## src/rtl/mifb_pkg.sv

```systemverilog
/*
  Constants, field layouts and carrier types for the interrupt flag and
  enable bank. Assumes a core that reaches the registers through a
  special-purpose data memory port with a register index.
*/
package mifb_pkg;

  // ==========================================================
  // Register indices
  localparam logic [2:0] REG_EDGE   = 3'h0;
  localparam logic [2:0] REG_PRIM_A = 3'h1;
  localparam logic [2:0] REG_PRIM_B = 3'h2;
  localparam logic [2:0] REG_PRIM_C = 3'h3;
  localparam logic [2:0] REG_MULT_A = 3'h4;
  localparam logic [2:0] REG_MULT_B = 3'h5;
  localparam logic [2:0] REG_MULT_C = 3'h6;

  // ==========================================================
  // Implemented-bit masks and reset value
  localparam logic [7:0] MASK_EDGE   = 8'h0F;
  localparam logic [7:0] MASK_PRIM_A = 8'h7F;
  localparam logic [7:0] MASK_FULL   = 8'hFF;
  localparam logic [7:0] MASK_MULT_A = 8'h33;
  localparam logic [7:0] MASK_MULT_C = 8'h33;
  localparam logic [7:0] RESET_VALUE = 8'h00;

  // ==========================================================
  // Field positions
  localparam int GLOBAL_EN_BIT  = 0;
  localparam int PIN0_EDGE_LSB  = 0;
  localparam int PIN1_EDGE_LSB  = 2;
  localparam int FLAG_LSB       = 4;

  // ==========================================================
  // Edge field encodings
  localparam logic [1:0] EDGE_OFF  = 2'h0;
  localparam logic [1:0] EDGE_RISE = 2'h1;
  localparam logic [1:0] EDGE_FALL = 2'h2;
  localparam logic [1:0] EDGE_BOTH = 2'h3;

  // ==========================================================
  // Settling time after wake-up, given in ns and rounded up to cycles of the system clock.
  localparam int SETTLE_NS     = 1000;
  localparam int CLK_PERIOD_NS = 10;
  localparam int SETTLE_CYCLES = (SETTLE_NS + CLK_PERIOD_NS - 1)
                                 / CLK_PERIOD_NS;

  // ==========================================================
  // Vector numbers, in priority order (0 is highest).
  localparam int NUM_VEC = 11;
  localparam logic [3:0] VEC_PIN0   = 4'h0;
  localparam logic [3:0] VEC_CMP    = 4'h1;
  localparam logic [3:0] VEC_MULT0  = 4'h2;
  localparam logic [3:0] VEC_MULT1  = 4'h3;
  localparam logic [3:0] VEC_MULT2  = 4'h4;
  localparam logic [3:0] VEC_CONV   = 4'h5;
  localparam logic [3:0] VEC_TB0    = 4'h6;
  localparam logic [3:0] VEC_TB1    = 4'h7;
  localparam logic [3:0] VEC_PIN1   = 4'h8;
  localparam logic [3:0] VEC_SYNC   = 4'h9;
  localparam logic [3:0] VEC_SERIAL = 4'hA;

  // Peripheral event pulses, one cycle each.
  typedef struct packed {
    logic comparator;
    logic converter;
    logic timebase0;
    logic timebase1;
    logic sync_serial;
    logic serial_port;
    logic std_timer_a;
    logic std_timer_p;
    logic compact_timer_a;
    logic compact_timer_p;
    logic periodic_timer_a;
    logic periodic_timer_p;
    logic nvm_write;
    logic low_voltage;
  } mifb_events_t;

  // Register access from the core.
  typedef struct packed {
    logic       wr;
    logic [2:0] idx;
    logic [7:0] wdata;
  } mifb_reg_req_t;

endpackage : mifb_pkg

```

## src/rtl/mifb_bank.sv

```systemverilog
/*
  Interrupt request and enable register bank. Holds the flags and enables,
  samples two external pins, selects one vector by fixed priority and
  hands it to the core. Assumes the core takes a vector in the cycle that
  irq_ack pulses, and pulses sleep_enter on entry to sleep or idle.
*/
`timescale 1ns/100ps

module mifb_bank
(
  input  wire logic                   mclk,
  input  wire logic                   sys_rst,
  input  wire mifb_pkg::mifb_reg_req_t reg_req,
  output logic [7:0]                  reg_rdata,
  input  wire mifb_pkg::mifb_events_t events,
  input  wire logic                   pin0_in,
  input  wire logic                   pin1_in,
  input  wire logic                   stack_full,
  input  wire logic                   irq_ack,
  input  wire logic                   sleep_enter,
  input  wire logic                   rx_wake,
  output logic                        irq_req,
  output logic [3:0]                  irq_vector,
  output logic                        wake_up
);

  // ==========================================================
  // Register state
  logic [7:0] edge_q, prim_a_q, prim_b_q, prim_c_q;
  logic [7:0] mult_a_q, mult_b_q, mult_c_q;
  logic [1:0] pin0_sync_q, pin1_sync_q;
  logic       pin0_last_q, pin1_last_q;
  logic       sleep_q;
  logic       settle_busy_q;
  logic       serial_hold_q;
  logic [15:0] settle_cnt_q;

  // Edge decode for one external pin.
  function automatic logic edge_hit(input logic [1:0] mode,
                                    input logic       now,
                                    input logic       last);
    logic rise;
    logic fall;
    rise = now & ~last;
    fall = ~now & last;
    unique case (mode)
      mifb_pkg::EDGE_OFF:  edge_hit = 1'b0;
      mifb_pkg::EDGE_RISE: edge_hit = rise;
      mifb_pkg::EDGE_FALL: edge_hit = fall;
      mifb_pkg::EDGE_BOTH: edge_hit = rise | fall;
    endcase
  endfunction : edge_hit

  // Next value of a flag bank: event set beats software write or clear.
  function automatic logic [7:0] upd(input logic [7:0] cur,
                                     input logic       wr,
                                     input logic [7:0] wd,
                                     input logic [7:0] setv,
                                     input logic [7:0] clrv,
                                     input logic [7:0] mask);
    logic [7:0] v;
    v = wr ? wd : cur;
    v = v & ~clrv;
    upd = (v | setv) & mask;
  endfunction : upd

  // ==========================================================
  // Pin synchronisers; only the second stage is examined.
  always_ff @(posedge mclk)
  begin
    if (sys_rst)
    begin
      pin0_sync_q <= 2'h0;
      pin0_last_q <= 1'b0;
    end
    else
    begin
      pin0_sync_q <= {pin0_sync_q[0], pin0_in};
      pin0_last_q <= pin0_sync_q[1];
    end
  end

  // Pin 1 has its own chain, so the two pins never share a stage.
  always_ff @(posedge mclk)
  begin
    if (sys_rst)
    begin
      pin1_sync_q <= 2'h0;
      pin1_last_q <= 1'b0;
    end
    else
    begin
      pin1_sync_q <= {pin1_sync_q[0], pin1_in};
      pin1_last_q <= pin1_sync_q[1];
    end
  end

  logic pin0_hit, pin1_hit;
  // Edge fields select the trigger; pin 1 uses the upper pair.
  assign pin0_hit = edge_hit(edge_q[mifb_pkg::PIN0_EDGE_LSB +: 2],
                             pin0_sync_q[1], pin0_last_q);
  assign pin1_hit = edge_hit(edge_q[mifb_pkg::PIN1_EDGE_LSB +: 2],
                             pin1_sync_q[1], pin1_last_q);

  // ==========================================================
  // Wake settling: the serial flag from a receive-pin wake is held back until it ends.
  // Sleep ends on the first wake, so a second wake cannot restart it.
  always_ff @(posedge mclk)
  begin
    if (sys_rst)
    begin
      settle_busy_q <= 1'b0;
      settle_cnt_q  <= 16'h0000;
      serial_hold_q <= 1'b0;
    end
    else if (rx_wake && sleep_q)
    begin
      settle_busy_q <= 1'b1;
      settle_cnt_q  <= 16'(mifb_pkg::SETTLE_CYCLES - 1);
      serial_hold_q <= 1'b1;
    end
    else if (settle_busy_q)
    begin
      if (settle_cnt_q == 16'h0000)
        settle_busy_q <= 1'b0;
      else
        settle_cnt_q <= settle_cnt_q - 16'h0001;
    end
    else
    begin
      serial_hold_q <= 1'b0;
    end
  end

  logic serial_wake_set;
  // The flag is raised only once settling ends; enables gate delivery.
  assign serial_wake_set = serial_hold_q & ~settle_busy_q;

  // ==========================================================
  // Priority selection over enabled flags.
  logic [mifb_pkg::NUM_VEC-1:0] pend;
  always_comb
  begin
    pend[mifb_pkg::VEC_PIN0]   = prim_a_q[4] & prim_a_q[1];
    pend[mifb_pkg::VEC_CMP]    = prim_a_q[5] & prim_a_q[2];
    pend[mifb_pkg::VEC_MULT0]  = prim_a_q[6] & prim_a_q[3];
    pend[mifb_pkg::VEC_MULT1]  = prim_b_q[4] & prim_b_q[0];
    pend[mifb_pkg::VEC_MULT2]  = prim_b_q[5] & prim_b_q[1];
    pend[mifb_pkg::VEC_CONV]   = prim_b_q[6] & prim_b_q[2];
    pend[mifb_pkg::VEC_TB0]    = prim_b_q[7] & prim_b_q[3];
    pend[mifb_pkg::VEC_TB1]    = prim_c_q[4] & prim_c_q[0];
    pend[mifb_pkg::VEC_PIN1]   = prim_c_q[5] & prim_c_q[1];
    pend[mifb_pkg::VEC_SYNC]   = prim_c_q[6] & prim_c_q[2];
    pend[mifb_pkg::VEC_SERIAL] = prim_c_q[7] & prim_c_q[3];
  end

  logic [3:0] win;
  logic       any;
  // Lowest index wins; the others stay pending.
  always_comb
  begin
    win = 4'h0;
    any = 1'b0;
    for (int i = mifb_pkg::NUM_VEC - 1; i >= 0; i--)
    begin
      if (pend[i])
      begin
        win = 4'(i);
        any = 1'b1;
      end
    end
  end

  // A full stack or a clear global enable blocks every acknowledge.
  assign irq_req = any & prim_a_q[mifb_pkg::GLOBAL_EN_BIT]
                   & ~stack_full;
  assign irq_vector = win;

  logic taken;
  assign taken = irq_req & irq_ack;

  // ==========================================================
  // Register write and event capture.
  logic wr_e, wr_a, wr_b, wr_c, wr_ma, wr_mb, wr_mc;
  assign wr_e  = reg_req.wr && reg_req.idx == mifb_pkg::REG_EDGE;
  assign wr_a  = reg_req.wr && reg_req.idx == mifb_pkg::REG_PRIM_A;
  assign wr_b  = reg_req.wr && reg_req.idx == mifb_pkg::REG_PRIM_B;
  assign wr_c  = reg_req.wr && reg_req.idx == mifb_pkg::REG_PRIM_C;
  assign wr_ma = reg_req.wr && reg_req.idx == mifb_pkg::REG_MULT_A;
  assign wr_mb = reg_req.wr && reg_req.idx == mifb_pkg::REG_MULT_B;
  assign wr_mc = reg_req.wr && reg_req.idx == mifb_pkg::REG_MULT_C;

  logic [7:0] set_a, set_b, set_c, clr_a, clr_b, clr_c;
  logic       mult0_any, mult1_any, mult2_any;
  // Multi flags summarise their sub-flags with the sub-enables.
  assign mult0_any = |(mult_a_q[5:4] & mult_a_q[1:0]);
  assign mult1_any = |(mult_b_q[7:4] & mult_b_q[3:0]);
  assign mult2_any = |(mult_c_q[5:4] & mult_c_q[1:0]);

  always_comb
  begin
    set_a = {1'b0, mult0_any, events.comparator, pin0_hit, 4'h0};
    set_b = {events.timebase0, events.converter, mult2_any,
             mult1_any, 4'h0};
    set_c = {events.serial_port | serial_wake_set, events.sync_serial,
             pin1_hit, events.timebase1, 4'h0};
    clr_a = 8'h00;
    clr_b = 8'h00;
    clr_c = 8'h00;
    // Service entry clears the global enable and the served flag; a multi flag stays set while an enabled sub-flag pends.
    if (taken)
    begin
      clr_a[mifb_pkg::GLOBAL_EN_BIT] = 1'b1;
      unique case (win)
        mifb_pkg::VEC_PIN0:   clr_a[4] = 1'b1;
        mifb_pkg::VEC_CMP:    clr_a[5] = 1'b1;
        mifb_pkg::VEC_MULT0:  clr_a[6] = 1'b1;
        mifb_pkg::VEC_MULT1:  clr_b[4] = 1'b1;
        mifb_pkg::VEC_MULT2:  clr_b[5] = 1'b1;
        mifb_pkg::VEC_CONV:   clr_b[6] = 1'b1;
        mifb_pkg::VEC_TB0:    clr_b[7] = 1'b1;
        mifb_pkg::VEC_TB1:    clr_c[4] = 1'b1;
        mifb_pkg::VEC_PIN1:   clr_c[5] = 1'b1;
        mifb_pkg::VEC_SYNC:   clr_c[6] = 1'b1;
        mifb_pkg::VEC_SERIAL: clr_c[7] = 1'b1;
        default:              clr_c = 8'h00;
      endcase
    end
  end

  // The edge register holds no flags, so only software changes it.
  always_ff @(posedge mclk)
  begin
    if (sys_rst)
      edge_q <= mifb_pkg::RESET_VALUE;
    else
      edge_q <= upd(edge_q, wr_e, reg_req.wdata, 8'h00, 8'h00,
                    mifb_pkg::MASK_EDGE);
  end

  // Flags may be written by software; a same-cycle event still wins.
  always_ff @(posedge mclk)
  begin
    if (sys_rst)
    begin
      prim_a_q <= mifb_pkg::RESET_VALUE;
      prim_b_q <= mifb_pkg::RESET_VALUE;
      prim_c_q <= mifb_pkg::RESET_VALUE;
    end
    else
    begin
      prim_a_q <= upd(prim_a_q, wr_a, reg_req.wdata, set_a, clr_a,
                      mifb_pkg::MASK_PRIM_A);
      prim_b_q <= upd(prim_b_q, wr_b, reg_req.wdata, set_b, clr_b,
                      mifb_pkg::MASK_FULL);
      prim_c_q <= upd(prim_c_q, wr_c, reg_req.wdata, set_c, clr_c,
                      mifb_pkg::MASK_FULL);
    end
  end

  // Sub-flags are never cleared by service; software must clear them.
  always_ff @(posedge mclk)
  begin
    if (sys_rst)
    begin
      mult_a_q <= mifb_pkg::RESET_VALUE;
      mult_b_q <= mifb_pkg::RESET_VALUE;
      mult_c_q <= mifb_pkg::RESET_VALUE;
    end
    else
    begin
      mult_a_q <= upd(mult_a_q, wr_ma, reg_req.wdata,
                      {2'h0, events.std_timer_a, events.std_timer_p, 4'h0},
                      8'h00, mifb_pkg::MASK_MULT_A);
      mult_b_q <= upd(mult_b_q, wr_mb, reg_req.wdata,
                      {events.compact_timer_a, events.compact_timer_p,
                       events.periodic_timer_a, events.periodic_timer_p,
                       4'h0}, 8'h00, mifb_pkg::MASK_FULL);
      mult_c_q <= upd(mult_c_q, wr_mc, reg_req.wdata,
                      {2'h0, events.nvm_write, events.low_voltage, 4'h0},
                      8'h00, mifb_pkg::MASK_MULT_C);
    end
  end

  // ==========================================================
  // Sleep tracking and wake on newly set flags or a receive-pin wake.
  logic [7:0] new_a, new_b, new_c, new_ma, new_mb, new_mc;
  assign new_a  = set_a  & ~prim_a_q;
  assign new_b  = set_b  & ~prim_b_q;
  assign new_c  = set_c  & ~prim_c_q;
  assign new_ma = {2'h0, events.std_timer_a, events.std_timer_p, 4'h0}
                  & ~mult_a_q;
  assign new_mb = {events.compact_timer_a, events.compact_timer_p,
                   events.periodic_timer_a, events.periodic_timer_p, 4'h0}
                  & ~mult_b_q;
  assign new_mc = {2'h0, events.nvm_write, events.low_voltage, 4'h0}
                  & ~mult_c_q;

  logic new_flag;
  assign new_flag = |{new_a, new_b, new_c, new_ma, new_mb, new_mc};

  // Sleep is entered on the strobe and left on a new flag or a wake.
  always_ff @(posedge mclk)
  begin
    if (sys_rst)
      sleep_q <= 1'b0;
    else if (sleep_enter)
      sleep_q <= 1'b1;
    else if (new_flag || rx_wake)
      sleep_q <= 1'b0;
  end

  // A receive-pin wake wakes even with enables clear.
  always_ff @(posedge mclk)
  begin
    if (sys_rst)
      wake_up <= 1'b0;
    else
      wake_up <= sleep_q & (new_flag | rx_wake);
  end

  // ==========================================================
  // Read-back; unimplemented bits are zero by the masks.
  always_ff @(posedge mclk)
  begin
    if (sys_rst)
      reg_rdata <= 8'h00;
    else
    begin
      unique case (reg_req.idx)
        mifb_pkg::REG_EDGE:   reg_rdata <= edge_q;
        mifb_pkg::REG_PRIM_A: reg_rdata <= prim_a_q;
        mifb_pkg::REG_PRIM_B: reg_rdata <= prim_b_q;
        mifb_pkg::REG_PRIM_C: reg_rdata <= prim_c_q;
        mifb_pkg::REG_MULT_A: reg_rdata <= mult_a_q;
        mifb_pkg::REG_MULT_B: reg_rdata <= mult_b_q;
        mifb_pkg::REG_MULT_C: reg_rdata <= mult_c_q;
        default:              reg_rdata <= 8'h00;
      endcase
    end
  end

endmodule : mifb_bank

```

## config.mk

```make
export PLATFORM = sky130hd
export DESIGN_NAME = mifb_bank
export DESIGN_NICKNAME = d
export VERILOG_FILES = /design/src/rtl/mifb_pkg.sv /design/src/rtl/mifb_bank.sv
export SDC_FILE = /design/constraint.sdc
export NUM_CORES = 1
export LEC_CHECK = 0
export BUFFER_PORTS_ARGS = -buffer_cell sky130_fd_sc_hd__buf_4
export CAP_MARGIN = 20
export CORE_ASPECT_RATIO = 0.9
export CORE_UTILIZATION = 45
export CTS_BUF_LIST = sky130_fd_sc_hd__clkbuf_8 sky130_fd_sc_hd__clkbuf_16
export DETAILED_ROUTE_END_ITERATION = 8
export GPL_TIMING_DRIVEN = 1
export PLACE_DENSITY = 0.76
export SLEW_MARGIN = 20
export SYNTH_ARGS = -nofsm -noshare
export SYNTH_HDL_FRONTEND = slang
export SYNTH_SLANG_ARGS = --single-unit
```

## constraint.sdc

```tcl
create_clock -name mclk -period 1.73 [get_ports mclk]
set_input_delay 0.0865 -clock mclk [delete_from_list [all_inputs] [get_ports mclk]]
set_output_delay 0.0865 -clock mclk [all_outputs]
set_load 0.01 [all_outputs]
```

Word level (Yosys, flattened, before mapping)
Index checks and enable logic that the tools add are counted.
{"block": "op_classes", "n_addsub": 1, "n_eq_ne": 24, "reduce_logical": 23, "n_mux": 56, "n_bitwise": 58}
{"cell": "8-bit case mux with 7 select lines", "count": 1}
{"cell": "4-bit 2-to-1 mux", "count": 12}
{"cell": "48-bit OR reduction", "count": 1}
{"cell": "8-bit AND", "count": 5}
{"cell": "8-bit NOT", "count": 5}
{"cell": "8-bit 2-to-1 mux", "count": 4}
{"cell": "1-bit 2-to-1 mux", "count": 30}
{"cell": "7-bit 2-to-1 mux", "count": 4}
{"cell": "8-bit OR", "count": 3}
{"cell": "1-bit AND", "count": 20}
{"cell": "6-bit by 8-bit AND with 8-bit output", "count": 2}
{"cell": "4-bit by 3-bit equality test with 1-bit output, second input constant", "count": 4}
{"cell": "16-bit logical NOT", "count": 1}
{"cell": "6-bit NOT with 8-bit output", "count": 2}
{"cell": "16-bit by 1-bit subtractor with 16-bit output, second input constant", "count": 1}
{"cell": "4-bit equality test, second input constant", "count": 3}
{"cell": "6-bit 2-to-1 mux", "count": 2}
{"cell": "6-bit OR", "count": 2}
{"cell": "3-bit equality test, second input constant", "count": 3}
{"cell": "7-bit by 8-bit AND with 8-bit output", "count": 1}
{"cell": "2-bit equality test, second input constant", "count": 4}
{"cell": "4-bit by 2-bit equality test with 1-bit output, second input constant", "count": 2}
{"cell": "1-bit logical AND", "count": 8}
{"cell": "7-bit NOT with 8-bit output", "count": 1}
{"cell": "other kinds (23)", "count": 41}
{"block": "totals", "register_bits": 77, "inputBits": 34, "word_cells": 180, "out_inout_bits": 14}

Depth between registers and ports, before layout
{"block": "logic_depth", "ltp_word": 19, "mapped_depth": 7, "mapped_depth_nobuf": 7}

Worst setup path after synthesis
Ideal clock, no wire load.
{"block": "synth_path", "path_type": "register to register", "startpoint": "register prim_b_q[4]", "endpoint": "register prim_b_q[6]", "t_required_ns": 1.605, "setup_ns": 0.125, "synth_period_minus_slack_ns": 1.620, "n_path_buf": 0, "path_stages_with_launch": 5, "path_slack_ns": 0.110, "arrival_ns": 1.495, "path_cell_list": "dfxtp_1 > a22o_1 > a211oi_1 > nand2_1 > o41a_1"}
{"block": "synth_via", "elab_cells_between_ends": 18}
{"element": "start, declared", "line_no": "mifb_bank.sv:29", "text": "logic [7:0] edge_q, prim_a_q, prim_b_q, prim_c_q;"}
{"element": "start signal, assigned", "line_no": "mifb_bank.sv:247", "text": "prim_b_q <= mifb_pkg::RESET_VALUE;"}
{"element": "start signal, assigned", "line_no": "mifb_bank.sv:254", "text": "prim_b_q <= upd(prim_b_q, wr_b, reg_req.wdata, set_b, clr_b,"}
{"element": "1-bit AND", "line_no": "mifb_bank.sv:147", "text": "pend[mifb_pkg::VEC_MULT1] = prim_b_q[4] & prim_b_q[0];"}
{"element": "4-bit 2-to-1 mux (4 in a row)", "line_no": "mifb_bank.sv:166", "text": "if (pend[i])"}
{"element": "named net irq_vector[2]", "line_no": "mifb_bank.sv:23", "text": "output logic [3:0] irq_vector,"}
{"element": "4-bit by 3-bit equality test with 1-bit output", "line_no": "mifb_bank.sv:214", "text": "unique case (win)"}
{"element": "1-bit 2-to-1 mux", "line_no": "mifb_bank.sv:214"}
{"element": "4-bit 2-to-1 mux", "line_no": "mifb_bank.sv:211", "text": "if (taken)"}
{"element": "8-bit NOT", "line_no": "mifb_bank.sv:63", "text": "v = v & ~clrv;"}
{"element": "8-bit AND", "line_no": "mifb_bank.sv:63"}
{"element": "8-bit OR", "line_no": "mifb_bank.sv:64", "text": "upd = (v | setv) & mask;"}
The timed path passes the listed nets, and every way through them passes these cells.
A chain may end at the register's enable or synchronous reset.

Worst setup path after layout
{"block": "layout_path", "startpoint": "register prim_b_q[7]", "endpoint": "output irq_vector[3]"}
{"block": "layout_via", "elab_chain_cells": 8}
{"element": "1-bit AND", "line_no": "mifb_bank.sv:150", "text": "pend[mifb_pkg::VEC_TB0] = prim_b_q[7] & prim_b_q[3];"}
{"element": "4-bit 2-to-1 mux (7 in a row)", "line_no": "mifb_bank.sv:166"}
{"element": "end, declared", "line_no": "mifb_bank.sv:23"}
No other way between the ends.

==> impl_metrics.toml <==
[cells_and_area]
drive_above_1_share = 0.268
final_area_mm2 = 0.00497
num-nets-final = 548
fin_util = 0.580
syn2layout_area_growth_pct = 25.5
diodes = 0

[cts]
clock_latency_ns = 0.36
clkSlewWorstSetupHoldPaths_ns = 0.08
cts_tree = "done"
cts_max_level = 3
clock-sinks = 77
clockRootBuffer = "clkbuf_8"
clockBufferDepth = 2
cts_buffers = 9

[setup_path]
critical_path.max_stage_delay_ns = 0.37
crit_required_ns = 1.64
path_max_fanout = 5
cp_slowest_cell = "dfxtp_4"
critPathKind = "reg2out"
reg2reg_depth = 5
start_kind = "flop"
crit_chain = "a22o_4 > nor4_4 > nor2b_2 > buf_4"
critPathArrivalTime_ns = 1.64
cp-end-kind = "output pin"
crit_family = "simple AND/OR/NAND/NOR gates"
cp.depth = 4
path_buf_inv = 1

[timing]
setup_slack_ns = 0.00665
fin_crit_sh = 0.996
max_slew_margin = 0.667
tns_ns = 0
grt_setup_unrepaired = "yes"
clock.fmax_mhz = 580
timing.final.hold_violations = 0
setup_viol = 0
tightest_slew_ns = 0.498
worst_clock_skew_ns = 0.0118
maxSlewViolCount = 0
finalCriticalPeriod_ns = 1.72

[synthesis]
async_flop_share = 0
synth_top_area_cell = "dfxtp_1"
seq_area_frac_synth = 0.389
yosys_warnings = 0
ys_types = 69
synth_commonest_cells = "dfxtp_1, nor2_1, mux2i_1, a21oi_1, nand2_1"
avgSynthCellArea_um2 = 9.06
synthTopCellsByArea = "dfxtp_1, mux2i_1, nor2_1"
synthesis.area_mm2 = 0.00396
syn-num-nets = 476
synth-edff-count = 0
synth_top_cell_area_share = 0.389
synthFlopType = "dfxtp_1"
ys_seq_elements = 77
yosysMostFrequentCell = "dfxtp_1"
synthCells = 437

[floorplan]
ios = 48
die_x_um = 101
row_count = 32
start_util = 0.462
core_area_mm2 = 0.00857
die_h_um = 91.0
dieArea_mm2 = 0.00918

[placed_design]
io_buffer_count = 47
place_ws_ns = -0.0161
gp_congestion = 0.935
dp_hpwl_mm = 7.58
post_dp_cell_area_mm2 = 0.00450

[routing]
drt_iter0_drc = 293
wire_per_inst_um = 16.6
drc = 0
finalWirelength_mm = 10.5
antenna_left = 0
dr.pass1.iters = 6
vias = 3523
routed_via_density = 5.57

[global_routing]
grt_use_total = 0.237
antenna_found_initial = 0
grt_pass1_wl_mm = 16.8
grt_pass1_vias = 3338
overflow = 0
grt_start_max_net_pins = 29

[worst_hold_path]
worstHoldPathCells = 3
hp-class = "in2reg"

[power]
leakagePower_uw = 0.00200
max-vdd-ir-drop_uv = 443
p_total_uw = 4050
cellPowerDensity_mw_per_mm2 = 815

[outcome]
status = "finished, final reports clean"

[run]
drv_cap = 0
[layout by cell type (no fill, tap or decap), drive strengths merged, types with 8 or more instances in the layout]
cell type    synthesis  final
dfxtp               77     77
buf                 10     67
nor2                50     50
mux2i               41     41
a21oi               36     36
nand2               35     35
inv                 29     32
dlygate4sd3          0     13
xnor2               12     12
clkbuf               8      9
nor2b                9      9
a31oi                8      8
nand2b               8      8
nor4                 8      8
[flip-flops by register name, summed over array words and instances, names as in the netlist, 2 cells and up]
| register | cells |
|---|---|
| edge_q | 4 |
| mult_a_q | 4 |
| mult_b_q | 8 |
| mult_c_q | 4 |
| pin0_sync_q | 2 |
| pin1_sync_q | 2 |
| prim_a_q | 7 |
| prim_b_q | 8 |
| prim_c_q | 8 |
| reg_rdata | 8 |
| settle_cnt_q | 16 |
[worst min-delay path, delay by kind of cell]
kind                   cells  cell delay [ns]
AO/OA/AOI/OAI              1             0.11
buffers and inverters      2             0.13
[final timing paths]
path,end,slack [ns],start
hold reg to reg,pin1_sync_q[1],0.44,pin1_sync_q[0]
hold / removal,mult_b_q[6],0.01,events[4]
setup reg to reg,settle_cnt_q[1],0.07,settle_cnt_q[9]
setup / recovery,irq_vector[3],0.007,prim_b_q[7]
[area by class of cell]
cell class                      instances  area [um^2]
Multi-Input combinational cell        312         2290
Tap cell                              119          149
Clock inverter                          7         97.6
Fill cell                             771         3600
Timing Repair Buffer                   80          633
Sequential cell                        77         1560
Clock buffer                            9          124
Inverter                               29          109
[layer usage]
layer	GRT usage	up-vias	routed length, um
met5	0	-	0
met4	0.0761	0	189
met3	0.0647	21	823
met2	0.381	152	4990
met1	0.308	1644	4500
li1	-	1706	-
[cell families (layout without fill, tap and decap cells)]
group                    Yosys count  after routing  synth area share
multiplexers                      49             49             0.138
buffers and inverters             48            125            0.0515
XOR/XNOR                          13             13            0.0288
AO/OA/AOI/OAI                     98             98             0.172
AND/OR/NAND/NOR                  147            147             0.204
adder cells (fa/ha/maj)            5              5            0.0158
flip-flops                        77             77             0.389
[power breakdown]
part | internal, uW | switching [uW]
clock | 820 | 703
combinational | 291 | 312
sequential | 1840 | 81.4
[what timing repair did]
item                                   in CTS  in global routing
hold buffers                               13                  0
gates resized for setup                     7                 23
endpoints found under the hold margin      13                  0
pin swaps                                   1                  4
buffers inserted                            0                  2
setup endpoints to repair                   4                 10
[stage by stage]
step / cells / hold slack, ns
floorplan: 437 / 0.185
global placement: 602 / 0.283
detailed placement: 602 / 0.291
CTS: 631 / 0.00533
global route: 633 / 0.00540
finish: 633 / 0.0126
No activity file was read; power rests on OpenSTA's default activity.
